$ cat src/verilog/pio_pkg.sv
// Register map, field positions and interrupt sense encodings of the parallel I/O block
package pio_pkg;

  // ----------------------------------------------------------------
  // Register offsets
  // ----------------------------------------------------------------
  localparam logic [2:0] OFS_PORT_A     = 3'h0;
  localparam logic [2:0] OFS_PORT_B     = 3'h1;
  localparam logic [2:0] OFS_PORT_C     = 3'h2;
  localparam logic [2:0] OFS_IRQ_ENABLE = 3'h5;
  localparam logic [2:0] OFS_IRQ_MODE   = 3'h6;
  localparam logic [2:0] OFS_IRQ_STATUS = 3'h7;

  // ----------------------------------------------------------------
  // Widths and field positions
  // ----------------------------------------------------------------
  localparam int PORT_W      = 8;
  localparam int NUM_PORTS   = 3;
  localparam int PIN_W       = PORT_W * NUM_PORTS;
  localparam int PORT_B_LSB  = 8;
  localparam int PORT_C_LSB  = 16;
  localparam int EXT_BIT     = PIN_W;
  localparam int NIBBLE_W    = 4;
  localparam int MODE_W      = 7;
  localparam int EXT_PEND_B  = 7;
  localparam int EXT_EN_B    = 6;
  localparam int EXT_SEL_LSB = 4;
  localparam int HI_SEL_LSB  = 2;
  localparam int LO_SEL_LSB  = 0;

  // ----------------------------------------------------------------
  // Reset values and sense encodings
  // ----------------------------------------------------------------
  localparam logic [7:0] BYTE_ZERO  = 8'h00;
  localparam logic [1:0] SENSE_LOW  = 2'h0;
  localparam logic [1:0] SENSE_HIGH = 2'h1;
  localparam logic [1:0] SENSE_FALL = 2'h2;
  localparam logic [1:0] SENSE_RISE = 2'h3;

endpackage

$ cat src/verilog/pio_port_irq.sv
// Three 8-bit latched I/O ports with port C and external interrupt sources
`timescale 1ns/1ps
module pio_port_irq
(
  input  wire logic                     clock_i,
  input  wire logic                     rst_i,
  input  wire logic [2:0]               addr_i,
  input  wire logic                     wr_i,
  input  wire logic                     rd_i,
  input  wire logic [7:0]               wdata_i,
  output logic      [7:0]               rdata_o,
  input  wire logic [pio_pkg::PIN_W-1:0] pin_in_i,
  output logic      [pio_pkg::PIN_W-1:0] pin_out_o,
  output logic      [pio_pkg::PIN_W-1:0] pin_oe_o,
  input  wire logic                     ext_irq_i,
  output logic                          irq_o
);

  localparam int PW = pio_pkg::PORT_W;
  localparam int SW = pio_pkg::PIN_W + 1;

  logic [pio_pkg::PIN_W-1:0]  latch_q;
  logic [pio_pkg::PIN_W-1:0]  oe_q;
  logic [SW-1:0]              sync1_q;
  logic [SW-1:0]              sync2_q;
  logic [PW-1:0]              ien_q;
  logic [pio_pkg::MODE_W-1:0] mode_q;
  logic [7:0]                 rdata_q;
  logic                       irq_q;
  logic [PW:0]                pend;
  logic [PW:0]                cond;
  logic [PW:0]                setv;
  logic [PW:0]                seen;
  logic [PW:0]                ackv;
  logic [PW:0]                env;
  logic                       ack_wr;
  logic                       ext_ack;
  logic                       any_pend;
  logic [PW-1:0]              port_a_rd;
  logic [PW-1:0]              port_b_rd;
  logic [PW-1:0]              port_c_rd;
  logic [7:0]                 rd_mux;

  // ----------------------------------------------------------------
  // Pin synchroniser
  // ----------------------------------------------------------------
  // two-flop synchroniser
  always_ff @(posedge clock_i or posedge rst_i)
  begin
    if (rst_i)
    begin
      sync1_q <= '0;
      sync2_q <= '0;
    end
    else
    begin
      sync1_q <= {ext_irq_i, pin_in_i};
      sync2_q <= sync1_q;
    end
  end

  // ----------------------------------------------------------------
  // Port latches and pin drive
  // ----------------------------------------------------------------
  // Drive is open-collector like: a latched zero sinks, a latched one lets the pin float as an input
  // latch steers direction
  always_ff @(posedge clock_i or posedge rst_i)
  begin
    if (rst_i)
    begin
      // A latched zero means module on, so reset leaves every channel sinking
      latch_q <= '0;
      oe_q    <= '1;
    end
    else if (wr_i)
    begin
      case (addr_i)
        pio_pkg::OFS_PORT_A:
        begin
          latch_q[0 +: PW] <= wdata_i;
          oe_q[0 +: PW]    <= ~wdata_i;
        end
        pio_pkg::OFS_PORT_B:
        begin
          latch_q[pio_pkg::PORT_B_LSB +: PW] <= wdata_i;
          oe_q[pio_pkg::PORT_B_LSB +: PW]    <= ~wdata_i;
        end
        pio_pkg::OFS_PORT_C:
        begin
          latch_q[pio_pkg::PORT_C_LSB +: PW] <= wdata_i;
          oe_q[pio_pkg::PORT_C_LSB +: PW]    <= ~wdata_i;
        end
        default:
        begin
          latch_q <= latch_q;
          oe_q    <= oe_q;
        end
      endcase
    end
  end

  assign pin_out_o = latch_q;
  assign pin_oe_o  = oe_q;

  // ----------------------------------------------------------------
  // Interrupt configuration
  // ----------------------------------------------------------------
  // enable and mode offsets
  always_ff @(posedge clock_i or posedge rst_i)
  begin
    if (rst_i)
      ien_q <= pio_pkg::BYTE_ZERO;
    else if (wr_i && addr_i == pio_pkg::OFS_IRQ_ENABLE)
      ien_q <= wdata_i;
  end

  always_ff @(posedge clock_i or posedge rst_i)
  begin
    if (rst_i)
      mode_q <= '0;
    else if (wr_i && addr_i == pio_pkg::OFS_IRQ_MODE)
      mode_q <= wdata_i[pio_pkg::MODE_W-1:0];
  end

  // ----------------------------------------------------------------
  // Interrupt sources
  // ----------------------------------------------------------------
  // port C acknowledge shares status offset; external acknowledge shares mode offset
  assign ack_wr  = wr_i && addr_i == pio_pkg::OFS_IRQ_STATUS;
  assign ext_ack = wr_i && addr_i == pio_pkg::OFS_IRQ_MODE && wdata_i[pio_pkg::EXT_PEND_B];

  genvar gi;
  generate
    for (gi = 0; gi <= PW; gi++)
    begin : g_src
      logic [1:0] sel;
      if (gi == PW)
      begin : g_ext
        assign env[gi]  = mode_q[pio_pkg::EXT_EN_B];
        assign ackv[gi] = ext_ack;
        assign sel      = mode_q[pio_pkg::EXT_SEL_LSB +: 2];
      end
      else
      begin : g_portc
        // A port C line only senses when latched as input and enabled
        assign env[gi]  = ien_q[gi] & latch_q[pio_pkg::PORT_C_LSB + gi];
        assign ackv[gi] = ack_wr & wdata_i[gi];
        assign sel      = (gi < pio_pkg::NIBBLE_W) ? mode_q[pio_pkg::LO_SEL_LSB +: 2]
                                                   : mode_q[pio_pkg::HI_SEL_LSB +: 2];
      end
      pio_irq_cell u_cell
      (
        .clock_i    (clock_i),
        .rst_i      (rst_i),
        .level_i    (sync2_q[(gi == PW) ? pio_pkg::EXT_BIT : pio_pkg::PORT_C_LSB + gi]),
        .enable_i   (env[gi]),
        .mode_i     (sel),
        .ack_i      (ackv[gi]),
        .cond_o     (cond[gi]),
        .set_o      (setv[gi]),
        .ack_seen_o (seen[gi]),
        .pending_o  (pend[gi])
      );
    end
  endgenerate

  // ----------------------------------------------------------------
  // Host request
  // ----------------------------------------------------------------
  assign any_pend = |pend;

  // The request drops for one cycle after each acknowledge so the host sees a new edge
  // nonzero status requests
  always_ff @(posedge clock_i or posedge rst_i)
  begin
    if (rst_i)
      irq_q <= 1'b0;
    else
      irq_q <= any_pend && !(ack_wr || ext_ack);
  end

  assign irq_o = irq_q;

  // ----------------------------------------------------------------
  // Read path
  // ----------------------------------------------------------------
  // unlatched channels read zero
  assign port_a_rd = latch_q[0 +: PW] & sync2_q[0 +: PW];
  assign port_b_rd = latch_q[pio_pkg::PORT_B_LSB +: PW] & sync2_q[pio_pkg::PORT_B_LSB +: PW];
  assign port_c_rd = latch_q[pio_pkg::PORT_C_LSB +: PW] & sync2_q[pio_pkg::PORT_C_LSB +: PW];

  always_comb
  begin
    case (addr_i)
      pio_pkg::OFS_PORT_A:     rd_mux = port_a_rd;
      pio_pkg::OFS_PORT_B:     rd_mux = port_b_rd;
      pio_pkg::OFS_PORT_C:     rd_mux = port_c_rd;
      pio_pkg::OFS_IRQ_ENABLE: rd_mux = ien_q;
      pio_pkg::OFS_IRQ_MODE:   rd_mux = {pend[PW], mode_q};
      pio_pkg::OFS_IRQ_STATUS: rd_mux = pend[PW-1:0];
      default:                 rd_mux = pio_pkg::BYTE_ZERO;
    endcase
  end

  always_ff @(posedge clock_i or posedge rst_i)
  begin
    if (rst_i)
      rdata_q <= pio_pkg::BYTE_ZERO;
    else if (rd_i)
      rdata_q <= rd_mux;
  end

  assign rdata_o = rdata_q;

  // ----------------------------------------------------------------
  // Checks
  // ----------------------------------------------------------------
  AST_ACK_CLEARS: assert property (@(posedge clock_i) disable iff (rst_i)
    ack_wr |=> ((pend[PW-1:0] & $past(wdata_i & pend[PW-1:0] & ~cond[PW-1:0])) == pio_pkg::BYTE_ZERO))
    else $error("Acknowledged status with no cause did not clear");

  AST_HOLD_UNACKED: assert property (@(posedge clock_i) disable iff (rst_i)
    ((($past(pend) & ~pend) & ~$past(ackv | seen)) == '0))
    else $error("Status cleared without acknowledge");

  AST_CAUSE_HOLDS: assert property (@(posedge clock_i) disable iff (rst_i)
    ((($past(pend) & ~pend) & $past(cond)) == '0))
    else $error("Status cleared while cause present");

  AST_SET_PENDS: assert property (@(posedge clock_i) disable iff (rst_i)
    ((pend & $past(setv)) == $past(setv)))
    else $error("Detected event did not leave status set");

  AST_REQ_LEVEL: assert property (@(posedge clock_i) disable iff (rst_i)
    (pend[PW-1:0] != pio_pkg::BYTE_ZERO && !ack_wr && !ext_ack) |=> irq_o)
    else $error("Request missing while status nonzero");

  AST_FRESH_REQ: assert property (@(posedge clock_i) disable iff (rst_i)
    (ack_wr ##1 (any_pend && !ack_wr && !ext_ack)) |=> (irq_o && !$past(irq_o)))
    else $error("No fresh request after acknowledge");

  AST_EXT_REQ: assert property (@(posedge clock_i) disable iff (rst_i)
    (pend[PW] && !ack_wr && !ext_ack) |=> irq_o)
    else $error("External pending gave no request");

  AST_MASKED_READ: assert property (@(posedge clock_i) disable iff (rst_i)
    (rd_i && addr_i == pio_pkg::OFS_PORT_A) |=> ((rdata_o & ~latch_q[0 +: PW]) == pio_pkg::BYTE_ZERO))
    else $error("Masked channel read as one");

  AST_DRIVE: assert property (@(posedge clock_i) disable iff (rst_i)
    pin_oe_o == ~pin_out_o)
    else $error("Output enable disagrees with latch");

  AST_RESET_CLEAR: assert property (@(posedge clock_i)
    $fell(rst_i) |-> (latch_q == '0 && ien_q == pio_pkg::BYTE_ZERO && pend == '0 && !irq_o))
    else $error("State not cleared by reset");

  COV_PORTC_IRQ: cover property (@(posedge clock_i) disable iff (rst_i) $rose(pend[0]) ##[1:20] ack_wr);
  COV_EXT_IRQ:   cover property (@(posedge clock_i) disable iff (rst_i) $rose(pend[PW]) ##[1:20] ext_ack);
  COV_REFIRE:    cover property (@(posedge clock_i) disable iff (rst_i) ack_wr ##1 !irq_o ##1 irq_o);

endmodule

$ cat src/verilog/pio_irq_cell.sv
// One interrupt source: level or edge sensing, pending flag, acknowledge-then-clear
`timescale 1ns/1ps
module pio_irq_cell
(
  input  wire logic       clock_i,
  input  wire logic       rst_i,
  input  wire logic       level_i,
  input  wire logic       enable_i,
  input  wire logic [1:0] mode_i,
  input  wire logic       ack_i,
  output logic            cond_o,
  output logic            set_o,
  output logic            ack_seen_o,
  output logic            pending_o
);

  logic prev_q;
  logic pending_q;
  logic ack_seen_q;
  logic raw_cond;
  logic clr;
  logic edge_mode;

  // ----------------------------------------------------------------
  // Condition detection
  // ----------------------------------------------------------------
  // shared sense encoding
  always_comb
  begin
    case (mode_i)
      pio_pkg::SENSE_LOW:  raw_cond = ~level_i;
      pio_pkg::SENSE_HIGH: raw_cond = level_i;
      pio_pkg::SENSE_FALL: raw_cond = prev_q & ~level_i;
      pio_pkg::SENSE_RISE: raw_cond = ~prev_q & level_i;
      default:             raw_cond = 1'b0;
    endcase
  end

  always_ff @(posedge clock_i or posedge rst_i)
  begin
    if (rst_i)
      prev_q <= 1'b0;
    else
      prev_q <= level_i;
  end

  assign cond_o    = enable_i & raw_cond;
  assign edge_mode = (mode_i == pio_pkg::SENSE_FALL) || (mode_i == pio_pkg::SENSE_RISE);
  assign set_o  = cond_o;
  assign clr    = pending_q & (ack_i | ack_seen_q) & ~cond_o;

  // ----------------------------------------------------------------
  // Pending flag
  // ----------------------------------------------------------------
  // Set beats clear, so an event arriving on the acknowledge cycle survives
  // clear on acknowledge
  always_ff @(posedge clock_i or posedge rst_i)
  begin
    if (rst_i)
      pending_q <= 1'b0;
    else if (set_o)
      pending_q <= 1'b1;
    else if (clr)
      pending_q <= 1'b0;
  end

  // An acknowledge given while the cause lingers is remembered until it goes
  // Only a fresh edge voids it; a held level is one long event, not a new one
  // zero writes ignored
  always_ff @(posedge clock_i or posedge rst_i)
  begin
    if (rst_i)
      ack_seen_q <= 1'b0;
    else if (clr || (set_o && edge_mode))
      ack_seen_q <= 1'b0;
    else if (ack_i && pending_q)
      ack_seen_q <= 1'b1;
  end

  assign pending_o  = pending_q;
  assign ack_seen_o = ack_seen_q;

  // ----------------------------------------------------------------
  // Checks
  // ----------------------------------------------------------------
  AST_RISE_SETS: assert property (@(posedge clock_i) disable iff (rst_i)
    (enable_i && mode_i == pio_pkg::SENSE_RISE && !prev_q && level_i) |=> pending_o)
    else $error("Rising edge did not set pending");

  AST_EDGE_ONCE: assert property (@(posedge clock_i) disable iff (rst_i)
    (mode_i == pio_pkg::SENSE_RISE && $stable(mode_i) && level_i && $past(level_i)) |-> !cond_o)
    else $error("Steady high seen as a rising edge");

endmodule

$ cat config.mk
export PLATFORM = sky130hd
export DESIGN_NAME = pio_port_irq
export DESIGN_NICKNAME = d
export VERILOG_FILES = /design/src/verilog/pio_pkg.sv /design/src/verilog/pio_port_irq.sv /design/src/verilog/pio_irq_cell.sv
export SDC_FILE = /design/constraint.sdc
export NUM_CORES = 1
export LEC_CHECK = 0
export BUFFER_PORTS_ARGS = -buffer_cell sky130_fd_sc_hd__buf_2
export CAP_MARGIN = 20
export CORE_AREA = 2 2 106 108
export CTS_BUF_LIST = sky130_fd_sc_hd__clkbuf_16
export DETAILED_ROUTE_END_ITERATION = 10
export DIE_AREA = 0 0 108 110
export PLACE_DENSITY = 0.81
export SYNTH_ARGS = -nofsm -noshare
export SYNTH_HDL_FRONTEND = slang
export SYNTH_SLANG_ARGS = --single-unit
$ cat constraint.sdc
create_clock -name clock_i -period 5.75 [get_ports clock_i]
set_clock_uncertainty 0.1 [all_clocks]
set_input_delay 0.575 -clock clock_i [delete_from_list [all_inputs] [get_ports clock_i]]
set_output_delay 0.575 -clock clock_i [all_outputs]
set_load 0.02 [all_outputs]
==> flow_summary.html, run 1 <==
<table>
<tr><th>Metric</th><th>Value</th></tr>
<tr><th colspan="2">Run status</th></tr>
<tr><td>Run status</td><td>completed</td></tr>
<tr><th colspan="2">Die</th></tr>
<tr><td>Die Footprint</td><td>~0.012 mm2</td></tr>
<tr><td>Horizontal extent of the die</td><td>~110 um</td></tr>
<tr><td>Die Y-Extent</td><td>about 110 um</td></tr>
<tr><td>Starting density of the core</td><td>a little over half</td></tr>
<tr><td>Total core area</td><td>roughly 0.011 mm2</td></tr>
<tr><td>I/O Pins</td><td>97</td></tr>
<tr><td>Number of placement rows</td><td>38</td></tr>
<tr><th colspan="2">Worst hold path</th></tr>
<tr><td>Worst Min Path Start</td><td>pin_in_i[6]</td></tr>
<tr><td>Sink of the worst hold path</td><td>sync1_q[6]$_DFF_PP0_</td></tr>
<tr><td>Hold crit path type</td><td>in -&gt; reg</td></tr>
<tr><td>Hold Path Depth</td><td>1</td></tr>
<tr><th colspan="2">CTS</th></tr>
<tr><td>Clock buffers created by TritonCTS</td><td>17</td></tr>
<tr><td>Number of clock sinks seen by CTS</td><td>between 100 and 150</td></tr>
<tr><td>Largest buffer count on any clock path</td><td>2</td></tr>
<tr><td>Clk slew on worst S/H paths</td><td>0.06 ns</td></tr>
<tr><td>H-tree depth</td><td>4</td></tr>
<tr><td>Setup Buffers After CTS</td><td>0</td></tr>
<tr><td>Post-cts sizing count</td><td>0</td></tr>
<tr><td>Insertion delay of the later-clocked pin in the worst-skew pair</td><td>about 0.42 ns</td></tr>
<tr><td>Clock tree from TritonCTS</td><td>done</td></tr>
<tr><td>Hold buffers post-CTS</td><td>0</td></tr>
<tr><td>Root buffer selected by CTS</td><td>sky130_fd_sc_hd__clkbuf_16</td></tr>
<tr><th colspan="2">Place</th></tr>
<tr><td>Dpl hpwl</td><td>~9000 um</td></tr>
<tr><td>Setup slack after placement</td><td>~3.2 ns</td></tr>
<tr><td>Routability Congestion</td><td>approximately 0.9</td></tr>
<tr><td>Number of port buffers</td><td>96</td></tr>
<tr><th colspan="2">Logic synthesis</th></tr>
<tr><td>Share of synthesized area occupied by flip-flops and latches</td><td>between 60% and 70%</td></tr>
<tr><td>Count of cell types in the netlist</td><td>52</td></tr>
<tr><td>Number of enable-type register cells in the synthesized netlist</td><td>0</td></tr>
<tr><td>Post-Syn Nets</td><td>roughly 520</td></tr>
<tr><td>Top cell type by total area after synthesis</td><td>sky130_fd_sc_hd__dfrtp_1</td></tr>
<tr><td>Per-instance average area after synthesis</td><td>12.21 um2</td></tr>
<tr><td>Ranking of synthesized cells by area</td><td>sky130_fd_sc_hd__dfrtp_1 54%, sky130_fd_sc_hd__dfstp_2 11%, sky130_fd_sc_hd__mux2_2 7.1%, sky130_fd_sc_hd__nand2_1 4.4%, sky130_fd_sc_hd__o21ai_0 3.0%</td></tr>
<tr><td>Fraction of post-synthesis cell area in the top cell type by area</td><td>53.61%</td></tr>
<tr><td>Synth Register Bits</td><td>149</td></tr>
<tr><td>Synthesized netlist cell count</td><td>roughly 480</td></tr>
<tr><td>Main flop type after synthesis</td><td>sky130_fd_sc_hd__dfrtp_1</td></tr>
<tr><td>Fraction of synthesis flops using an asynchronous set or reset pin</td><td>100.0%</td></tr>
<tr><td>Number of warnings printed during yosys synthesis</td><td>0</td></tr>
<tr><td>Area of the mapped netlist</td><td>between 0.005 and 0.006 mm2</td></tr>
<tr><td>Dominant cell by count in the synthesized netlist</td><td>sky130_fd_sc_hd__dfrtp_1</td></tr>
<tr><td>Most frequent cells after synthesis</td><td>125 x sky130_fd_sc_hd__dfrtp_1, 69 x sky130_fd_sc_hd__nand2_1, 37 x sky130_fd_sc_hd__mux2_2</td></tr>
<tr><th colspan="2">Setup path</th></tr>
<tr><td>Beginning of the critical path</td><td>addr_i[0]</td></tr>
<tr><td>Number of cell instances on the worst register-to-register path</td><td>4</td></tr>
<tr><td>Slowest cell on crit path</td><td>sky130_fd_sc_hd__nor2_2</td></tr>
<tr><td>Critical Path Fanout Max</td><td>24</td></tr>
<tr><td>Crit path cell chain</td><td>buf_2 -&gt; nor2_2 -&gt; nand3_2 -&gt; mux2_1</td></tr>
<tr><td>Worst stage delay on the critical path</td><td>approximately 0.57 ns</td></tr>
<tr><td>Critical path endpoint category</td><td>register</td></tr>
<tr><td>Reg2Reg Launch Point</td><td>mode_q[3]$_DFFE_PP0N_</td></tr>
<tr><td>WP data required</td><td>between 5 and 6 ns</td></tr>
<tr><td>Crit path kind</td><td>in -&gt; reg</td></tr>
<tr><td>Capturing point of the worst reg2reg path</td><td>g_src[4].u_cell.ack_seen_o$_DFFE_PP0P_</td></tr>
<tr><td>Arrival time reported for the critical path endpoint</td><td>around 2.4 ns</td></tr>
<tr><td>Critical Path Source Type</td><td>primary input</td></tr>
<tr><td>Reg2reg setup slack</td><td>approximately 4.0 ns</td></tr>
<tr><th colspan="2">STA</th></tr>
<tr><td>Worst setup margin</td><td>between 3 and 4 ns</td></tr>
<tr><td>Total count of max-transition violations in the final report</td><td>0</td></tr>
<tr><td>Post-route fraction of the period consumed by the critical path</td><td>between 30% and 40%</td></tr>
<tr><td>Highest clock frequency the design can meet</td><td>~0.45 GHz</td></tr>
<tr><td>Unrepaired setup endpoints after global routing</td><td>false</td></tr>
<tr><td>Setup violations, final</td><td>0</td></tr>
<tr><td>Setup TNS</td><td>0 ns</td></tr>
<tr><td>Count of endpoints failing hold in the final timing report</td><td>0</td></tr>
<tr><td>Relative slew slack</td><td>between 40% and 50%</td></tr>
<tr><td>Worst hold slack after final layout</td><td>0.1555 ns</td></tr>
<tr><td>Actual slew at the worst max-slew pin</td><td>between 0.8 and 0.9 ns</td></tr>
<tr><td>Time the final worst path needs with I/O delays and setup</td><td>around 2.2 ns</td></tr>
<tr><th colspan="2">Pwr</th></tr>
<tr><td>Pwr Density</td><td>~430 mW/mm2</td></tr>
<tr><td>Overall power consumption</td><td>a little under 3 mW</td></tr>
<tr><td>Leakage power</td><td>about 3.2 nW</td></tr>
<tr><td>Maximum vdd drop</td><td>approximately 0.21 mV</td></tr>
<tr><th colspan="2">Final layout</th></tr>
<tr><td>Area Growth Syn to Fin</td><td>18.94%</td></tr>
<tr><td>Post-layout nets</td><td>slightly above 600</td></tr>
<tr><td>Number of inserted diodes</td><td>0</td></tr>
<tr><td>Share of final-layout standard cells stronger than drive strength 1</td><td>35.12%</td></tr>
<tr><th colspan="2">Detailed routing</th></tr>
<tr><td>Post-DR wirelength/cell</td><td>~19 um</td></tr>
<tr><td>Drc violations</td><td>0</td></tr>
<tr><td>Violation count after the first detailed-route iteration</td><td>between 300 and 400</td></tr>
<tr><td>Final routed wirelength across all metal layers</td><td>roughly 14,000 um</td></tr>
<tr><td>Vias</td><td>between 4,000 and 5,000</td></tr>
<tr><td>DRT antenna net count</td><td>0</td></tr>
<tr><td>First-pass iteration count of the detailed router</td><td>5</td></tr>
<tr><td>Ratio of routed vias to standard cells</td><td>between 5 and 6</td></tr>
<tr><th colspan="2">Global routing</th></tr>
<tr><td>Number of antenna violations at the first check in global routing</td><td>0</td></tr>
<tr><td>Total routing usage reported by global routing</td><td>about a quarter</td></tr>
<tr><td>Largest net degree at the start of global routing</td><td>92</td></tr>
<tr><td>Wire length of the first global-routing pass</td><td>about 22,000 um</td></tr>
<tr><td>Remaining global-route overflow</td><td>0</td></tr>
<tr><td>Number of global-route vias before repair</td><td>4,117</td></tr>
<tr><th colspan="2">Job</th></tr>
<tr><td>Count of max-cap constraint violations</td><td>0</td></tr>
</table>
## layout make-up
type,count,area (um2)
Sequential cell,149,3759
Fill cell,805,3759
Multi-Input combinational cell,285,1854
Timing Repair Buffer,97,488.0
Clock buffer,17,425.4
Clock inverter,15,176.4
Tap cell,140,175.2
Inverter,15,61.31
## cell families after synthesis
kind of cell | count (synthesis) | share of synthesized area [%]
multiplexers | 46 | 8.793
XOR/XNOR | 4 | 0.6006
AO/OA/AOI/OAI | 94 | 10.42
flip-flops | 149 | 64.42
AND/OR/NAND/NOR | 141 | 11.97
buffers and inverters | 44 | 3.796
## layer usage
metal	vias to the layer above	GRT usage [%]	share of wire, %
met1	2102	33.04	42
met4	0	10.53	3.0
met2	198	39.49	48
met3	39	6.408	7.2
li1	1853	-	-
met5	-	0	0
## critical path, delay by kind of cell
family                 cells  cell delay, ns
multiplexers               1            0.48
buffers and inverters      1            0.23
AND/OR/NAND/NOR            2            1.10
## how the worst max path moves through the flow
stage          cells after the start  slack (ns)                                endpoint
3_5_place_dp                       4        3.16               pin_out_o[18]$_DFFE_PP0P_
5_1_grt                            4        3.45               pin_out_o[18]$_DFFE_PP0P_
4_1_cts                            4        3.58               pin_out_o[18]$_DFFE_PP0P_
3_3_place_gp                       4        3.27               pin_out_o[18]$_DFFE_PP0P_
6_report                           4        3.55               pin_out_o[18]$_DFFE_PP0P_
2_1_floorplan                      1        1.11  g_src[0].u_cell.ack_seen_o$_DFFE_PP0P_
## state kept, by name, indices dropped and copies added, names as in the netlist
| name | flops |
|---|---|
| g_src.u_cell.ack_seen_o | 9 |
| g_src.u_cell.pending_o | 9 |
| g_src.u_cell.prev_q | 9 |
| ien_q | 8 |
| irq_o | 1 |
| mode_q | 7 |
| pin_oe_o | 24 |
| pin_out_o | 24 |
| rdata_o | 8 |
| sync1_q | 25 |
| sync2_q | 25 |
## through the flow
| step | instance area, um2 | std cells | utilization (%) |
|---|---|---|---|
| after floorplan | 5834 | 478 | - |
| after CTS | 6939 | 718 | 64.87 |
| after detailed placement | 6337 | 686 | 59.24 |
| after global routing | 6939 | 718 | 64.87 |
| final | 6939 | 718 | 64.87 |
| after global placement | 6337 | 686 | 59.24 |
## where the power goes
part | leakage (nW) | switching (mW) | total, mW | internal [mW]
Sequential | 1.75 | 0.160 | 1.38 | 1.22
Combinational | 1.12 | 0.271 | 0.451 | 0.180
Clock | 0.303 | 0.408 | 1.12 | 0.714
## cell usage in the layout (no fill, tap or decap), types with 2 or more instances in the layout
master                       count
sky130_fd_sc_hd__dfstp_2        24
sky130_fd_sc_hd__a31oi_1         8
sky130_fd_sc_hd__dfrtp_1       125
sky130_fd_sc_hd__a31o_2          7
sky130_fd_sc_hd__a21oi_1        15
sky130_fd_sc_hd__nor2b_1         4
sky130_fd_sc_hd__a22oi_1         3
sky130_fd_sc_hd__and4b_1         3
sky130_fd_sc_hd__o221ai_1        3
sky130_fd_sc_hd__o21ai_0        35
sky130_fd_sc_hd__mux2_1          5
sky130_fd_sc_hd__o22ai_1         3
sky130_fd_sc_hd__and2_1          2
sky130_fd_sc_hd__inv_1          18
sky130_fd_sc_hd__nor2_1         20
sky130_fd_sc_hd__mux2_2         37
sky130_fd_sc_hd__bufinv_16       4
sky130_fd_sc_hd__a32oi_1         9
sky130_fd_sc_hd__nand3_1        19
sky130_fd_sc_hd__or3_1           4
sky130_fd_sc_hd__nand2_1        69
sky130_fd_sc_hd__clkinv_2        2
sky130_fd_sc_hd__nor3_1          3
sky130_fd_sc_hd__nand4_1         3
sky130_fd_sc_hd__xnor2_1         3
sky130_fd_sc_hd__clkbuf_16      17
sky130_fd_sc_hd__mux2i_1         4
sky130_fd_sc_hd__clkinv_1        2
sky130_fd_sc_hd__buf_2          96
sky130_fd_sc_hd__clkinvlp_4      2
sky130_fd_sc_hd__a211o_1         3
Power figures use the tool's default switching activity.
==> run 2: changes to the inputs <==
- CORE_AREA: 2 2 106 108 -> 2 2 112 114
- DIE_AREA: 0 0 108 110 -> 0 0 114 116
- PLACE_DENSITY: 0.81 -> 0.76
- clock period: 5.75 -> 1.96 ns (I/O delays scaled with it)
==> run 2 against run 1 <==
  * Combinational power rose to 3.1 times the previous value
  * Clock-buffer cell count did not move
  * Routed wire length rose by 6.0%
  * Largest power group unchanged
  * Via count rose by 3.4%
==> flow_summary.html, run 2 (synthesis gave the netlist of run 1 again) <==
<table>
<tr><th>Metric</th><th>Value</th></tr>
<tr><th colspan="2">Setup path</th></tr>
<tr><td>Number of cell instances on the worst register-to-register path</td><td>4</td></tr>
<tr><td>Reg2reg setup slack</td><td>about 0.27 ns</td></tr>
<tr><td>Reg2Reg Launch Point</td><td>mode_q[1]$_DFFE_PP0N_</td></tr>
<tr><td>Critical path endpoint category</td><td>register</td></tr>
<tr><td>Critical Path Source Type</td><td>register</td></tr>
<tr><td>Capturing point of the worst reg2reg path</td><td>g_src[1].u_cell.ack_seen_o$_DFFE_PP0P_</td></tr>
<tr><td>Arrival time reported for the critical path endpoint</td><td>around 1.9 ns</td></tr>
<tr><td>Crit path kind</td><td>reg -&gt; reg</td></tr>
<tr><td>Critical Path Fanout Max</td><td>10</td></tr>
<tr><td>WP data required</td><td>around 2.2 ns</td></tr>
<tr><th colspan="2">Global routing</th></tr>
<tr><td>Remaining global-route overflow</td><td>0</td></tr>
<tr><td>Number of antenna violations at the first check in global routing</td><td>0</td></tr>
<tr><td>Largest net degree at the start of global routing</td><td>38</td></tr>
<tr><td>Number of global-route vias before repair</td><td>between 4,000 and 5,000</td></tr>
<tr><td>Wire length of the first global-routing pass</td><td>~23,000 um</td></tr>
<tr><td>Total routing usage reported by global routing</td><td>around a quarter</td></tr>
<tr><th colspan="2">Detailed routing</th></tr>
<tr><td>DRT antenna net count</td><td>0</td></tr>
<tr><td>Violation count after the first detailed-route iteration</td><td>about 350</td></tr>
<tr><td>First-pass iteration count of the detailed router</td><td>6</td></tr>
<tr><td>Vias</td><td>about 4,300</td></tr>
<tr><td>Final routed wirelength across all metal layers</td><td>~15,000 um</td></tr>
<tr><td>Drc violations</td><td>0</td></tr>
<tr><td>Ratio of routed vias to standard cells</td><td>roughly 5.7</td></tr>
<tr><td>Post-DR wirelength/cell</td><td>19.28 um</td></tr>
<tr><th colspan="2">Place</th></tr>
<tr><td>Routability Congestion</td><td>between 0.8 and 0.9</td></tr>
<tr><td>Dpl hpwl</td><td>9880 um</td></tr>
<tr><td>Number of port buffers</td><td>between 90 and 100</td></tr>
<tr><td>Cell area reported after detailed placement</td><td>~0.0065 mm2</td></tr>
<tr><th colspan="2">CTS</th></tr>
<tr><td>Clock tree from TritonCTS</td><td>done</td></tr>
<tr><td>Clock buffers created by TritonCTS</td><td>17</td></tr>
<tr><td>Number of clock sinks seen by CTS</td><td>approximately 150</td></tr>
<tr><td>Setup Buffers After CTS</td><td>0</td></tr>
<tr><td>Root buffer selected by CTS</td><td>sky130_fd_sc_hd__clkbuf_16</td></tr>
<tr><td>Largest buffer count on any clock path</td><td>2</td></tr>
<tr><td>Insertion delay of the later-clocked pin in the worst-skew pair</td><td>slightly above 0.4 ns</td></tr>
<tr><td>Post-cts sizing count</td><td>0</td></tr>
<tr><td>Clk slew on worst S/H paths</td><td>roughly 0.060 ns</td></tr>
<tr><td>H-tree depth</td><td>4</td></tr>
<tr><td>Hold buffers post-CTS</td><td>26</td></tr>
<tr><th colspan="2">Die</th></tr>
<tr><td>I/O Pins</td><td>97</td></tr>
<tr><td>Die Y-Extent</td><td>roughly 120 um</td></tr>
<tr><td>Horizontal extent of the die</td><td>roughly 110 um</td></tr>
<tr><td>Starting density of the core</td><td>48.98%</td></tr>
<tr><td>Number of placement rows</td><td>40</td></tr>
<tr><td>Total core area</td><td>0.01191 mm2</td></tr>
<tr><td>Die Footprint</td><td>0.01322 mm2</td></tr>
<tr><th colspan="2">Final layout</th></tr>
<tr><td>Registers with the highest flip-flop counts</td><td>sync1_q: 25 flops, sync2_q: 25 flops</td></tr>
<tr><td>Post-layout nets</td><td>between 600 and 700</td></tr>
<tr><td>Most used cells in the layout excluding fill and tap cells</td><td>125 x sky130_fd_sc_hd__dfrtp_1, 96 x sky130_fd_sc_hd__buf_2, 69 x sky130_fd_sc_hd__nand2_1, 37 x sky130_fd_sc_hd__mux2_2, 35 x sky130_fd_sc_hd__o21ai_0</td></tr>
<tr><td>Share of final-layout standard cells stronger than drive strength 1</td><td>between 30 and 40%</td></tr>
<tr><td>Final core utilization</td><td>about three fifths</td></tr>
<tr><td>Area Growth Syn to Fin</td><td>24.34%</td></tr>
<tr><td>Most common library cell in the layout ignoring fill and taps</td><td>sky130_fd_sc_hd__dfrtp_1</td></tr>
<tr><td>Final non-filler cell area</td><td>a little over 0.007 mm2</td></tr>
<tr><td>Number of inserted diodes</td><td>0</td></tr>
<tr><th colspan="2">STA</th></tr>
<tr><td>Unrepaired setup endpoints after global routing</td><td>false</td></tr>
<tr><td>Count of endpoints failing hold in the final timing report</td><td>0</td></tr>
<tr><td>Time the final worst path needs with I/O delays and setup</td><td>approximately 1.7 ns</td></tr>
<tr><td>Setup violations, final</td><td>0</td></tr>
<tr><td>Total count of max-transition violations in the final report</td><td>0</td></tr>
<tr><td>Post-route fraction of the period consumed by the critical path</td><td>about 86%</td></tr>
<tr><td>Highest clock frequency the design can meet</td><td>0.5918 GHz</td></tr>
<tr><td>Actual slew at the worst max-slew pin</td><td>0.6662 ns</td></tr>
<tr><td>Relative slew slack</td><td>between 50 and 60%</td></tr>
<tr><th colspan="2">Worst hold path</th></tr>
<tr><td>Hold Path Depth</td><td>2</td></tr>
<tr><td>Worst Min Path Start</td><td>wdata_i[1]</td></tr>
<tr><td>Sink of the worst hold path</td><td>pin_oe_o[9]$_DFFE_PP1P_</td></tr>
<tr><td>Hold crit path type</td><td>in -&gt; reg</td></tr>
<tr><th colspan="2">Pwr</th></tr>
<tr><td>Pwr Density</td><td>1146 mW/mm2</td></tr>
<tr><td>Leakage power</td><td>about 3.3 nW</td></tr>
<tr><td>Maximum vdd drop</td><td>about 0.56 mV</td></tr>
<tr><th colspan="2">Job</th></tr>
<tr><td>Count of max-cap constraint violations</td><td>0</td></tr>
<tr><th colspan="2">Run status</th></tr>
<tr><td>Run status</td><td>completed</td></tr>
</table>
run 2: changes by cell type in the layout (fill, tap and decap cells not counted), sizes merged:
cell	previous run	this run
dlygate4sd3	0	26
buf	97	107
bufinv	4	1
clkinv	5	7
inv	19	21
clkinvlp	2	1
run 2: worst max path at each step:
stage                                from                                endpoint  cells after the start
floorplan                           rst_i  g_src[0].u_cell.ack_seen_o$_DFFE_PP0P_                      1
global placement                addr_i[1]               pin_out_o[14]$_DFFE_PP0P_                      4
detailed placement              addr_i[0]                pin_oe_o[21]$_DFFE_PP1P_                      6
CTS                 mode_q[1]$_DFFE_PP0N_  g_src[1].u_cell.ack_seen_o$_DFFE_PP0P_                      4
global route        mode_q[1]$_DFFE_PP0N_  g_src[1].u_cell.ack_seen_o$_DFFE_PP0P_                      4
finish              mode_q[1]$_DFFE_PP0N_  g_src[1].u_cell.ack_seen_o$_DFFE_PP0P_                      4
run 2: final cells by class:
| cell class | instances | area [um2] |
|---|---|---|
| clock inverter | 15 | 86.33 |
| tap | 147 | 183.9 |
| timing repair buffer | 133 | 885.9 |
| multi-input combinational | 285 | 1854 |
| inverter | 15 | 60.06 |
| clock buffer | 17 | 425.4 |
| fill | 943 | 4657 |
| sequential | 149 | 3759 |
run 2: routing by layer:
| metal | up-vias | GRT usage (%) | routed length (um) |
|---|---|---|---|
| li1 | 1914 | - | - |
| met1 | 2153 | 29.86 | 5844 |
| met2 | 232 | 37.58 | 7220 |
| met3 | 34 | 6.067 | 1199 |
| met4 | 0 | 10.65 | 405 |
| met5 | - | 0 | 0 |
run 2: worst max-delay path: stages (launching register included):
cell and delay [ns]:
sky130_fd_sc_hd__dfrtp_1 0.50, sky130_fd_sc_hd__inv_1 0.19, sky130_fd_sc_hd__o21ai_0 0.15, sky130_fd_sc_hd__a21oi_1 0.27, sky130_fd_sc_hd__mux2_2 0.37
run 2: power by group:
part           switching, mW  leakage, nW  internal (mW)  total, mW
combinational          0.815         1.29          0.588       1.40
sequential             0.483         1.75           3.59       4.07
clock                   1.15        0.279           1.68       2.84
run 2: metrics by stage:
step                instances  worst slack, ns  power, mW  setup TNS, ns  hold WS, ns
floorplan                 478          -0.1914      4.862         -23.92       0.1274
detailed placement        703           0.2490      5.455              0       0.2053
finish                    761           0.2702      8.313              0      0.04090
global placement          703           0.3186      5.385              0       0.2034
CTS                       761           0.2886      8.336              0      0.02975
global route              761           0.1837      8.659              0      0.04630
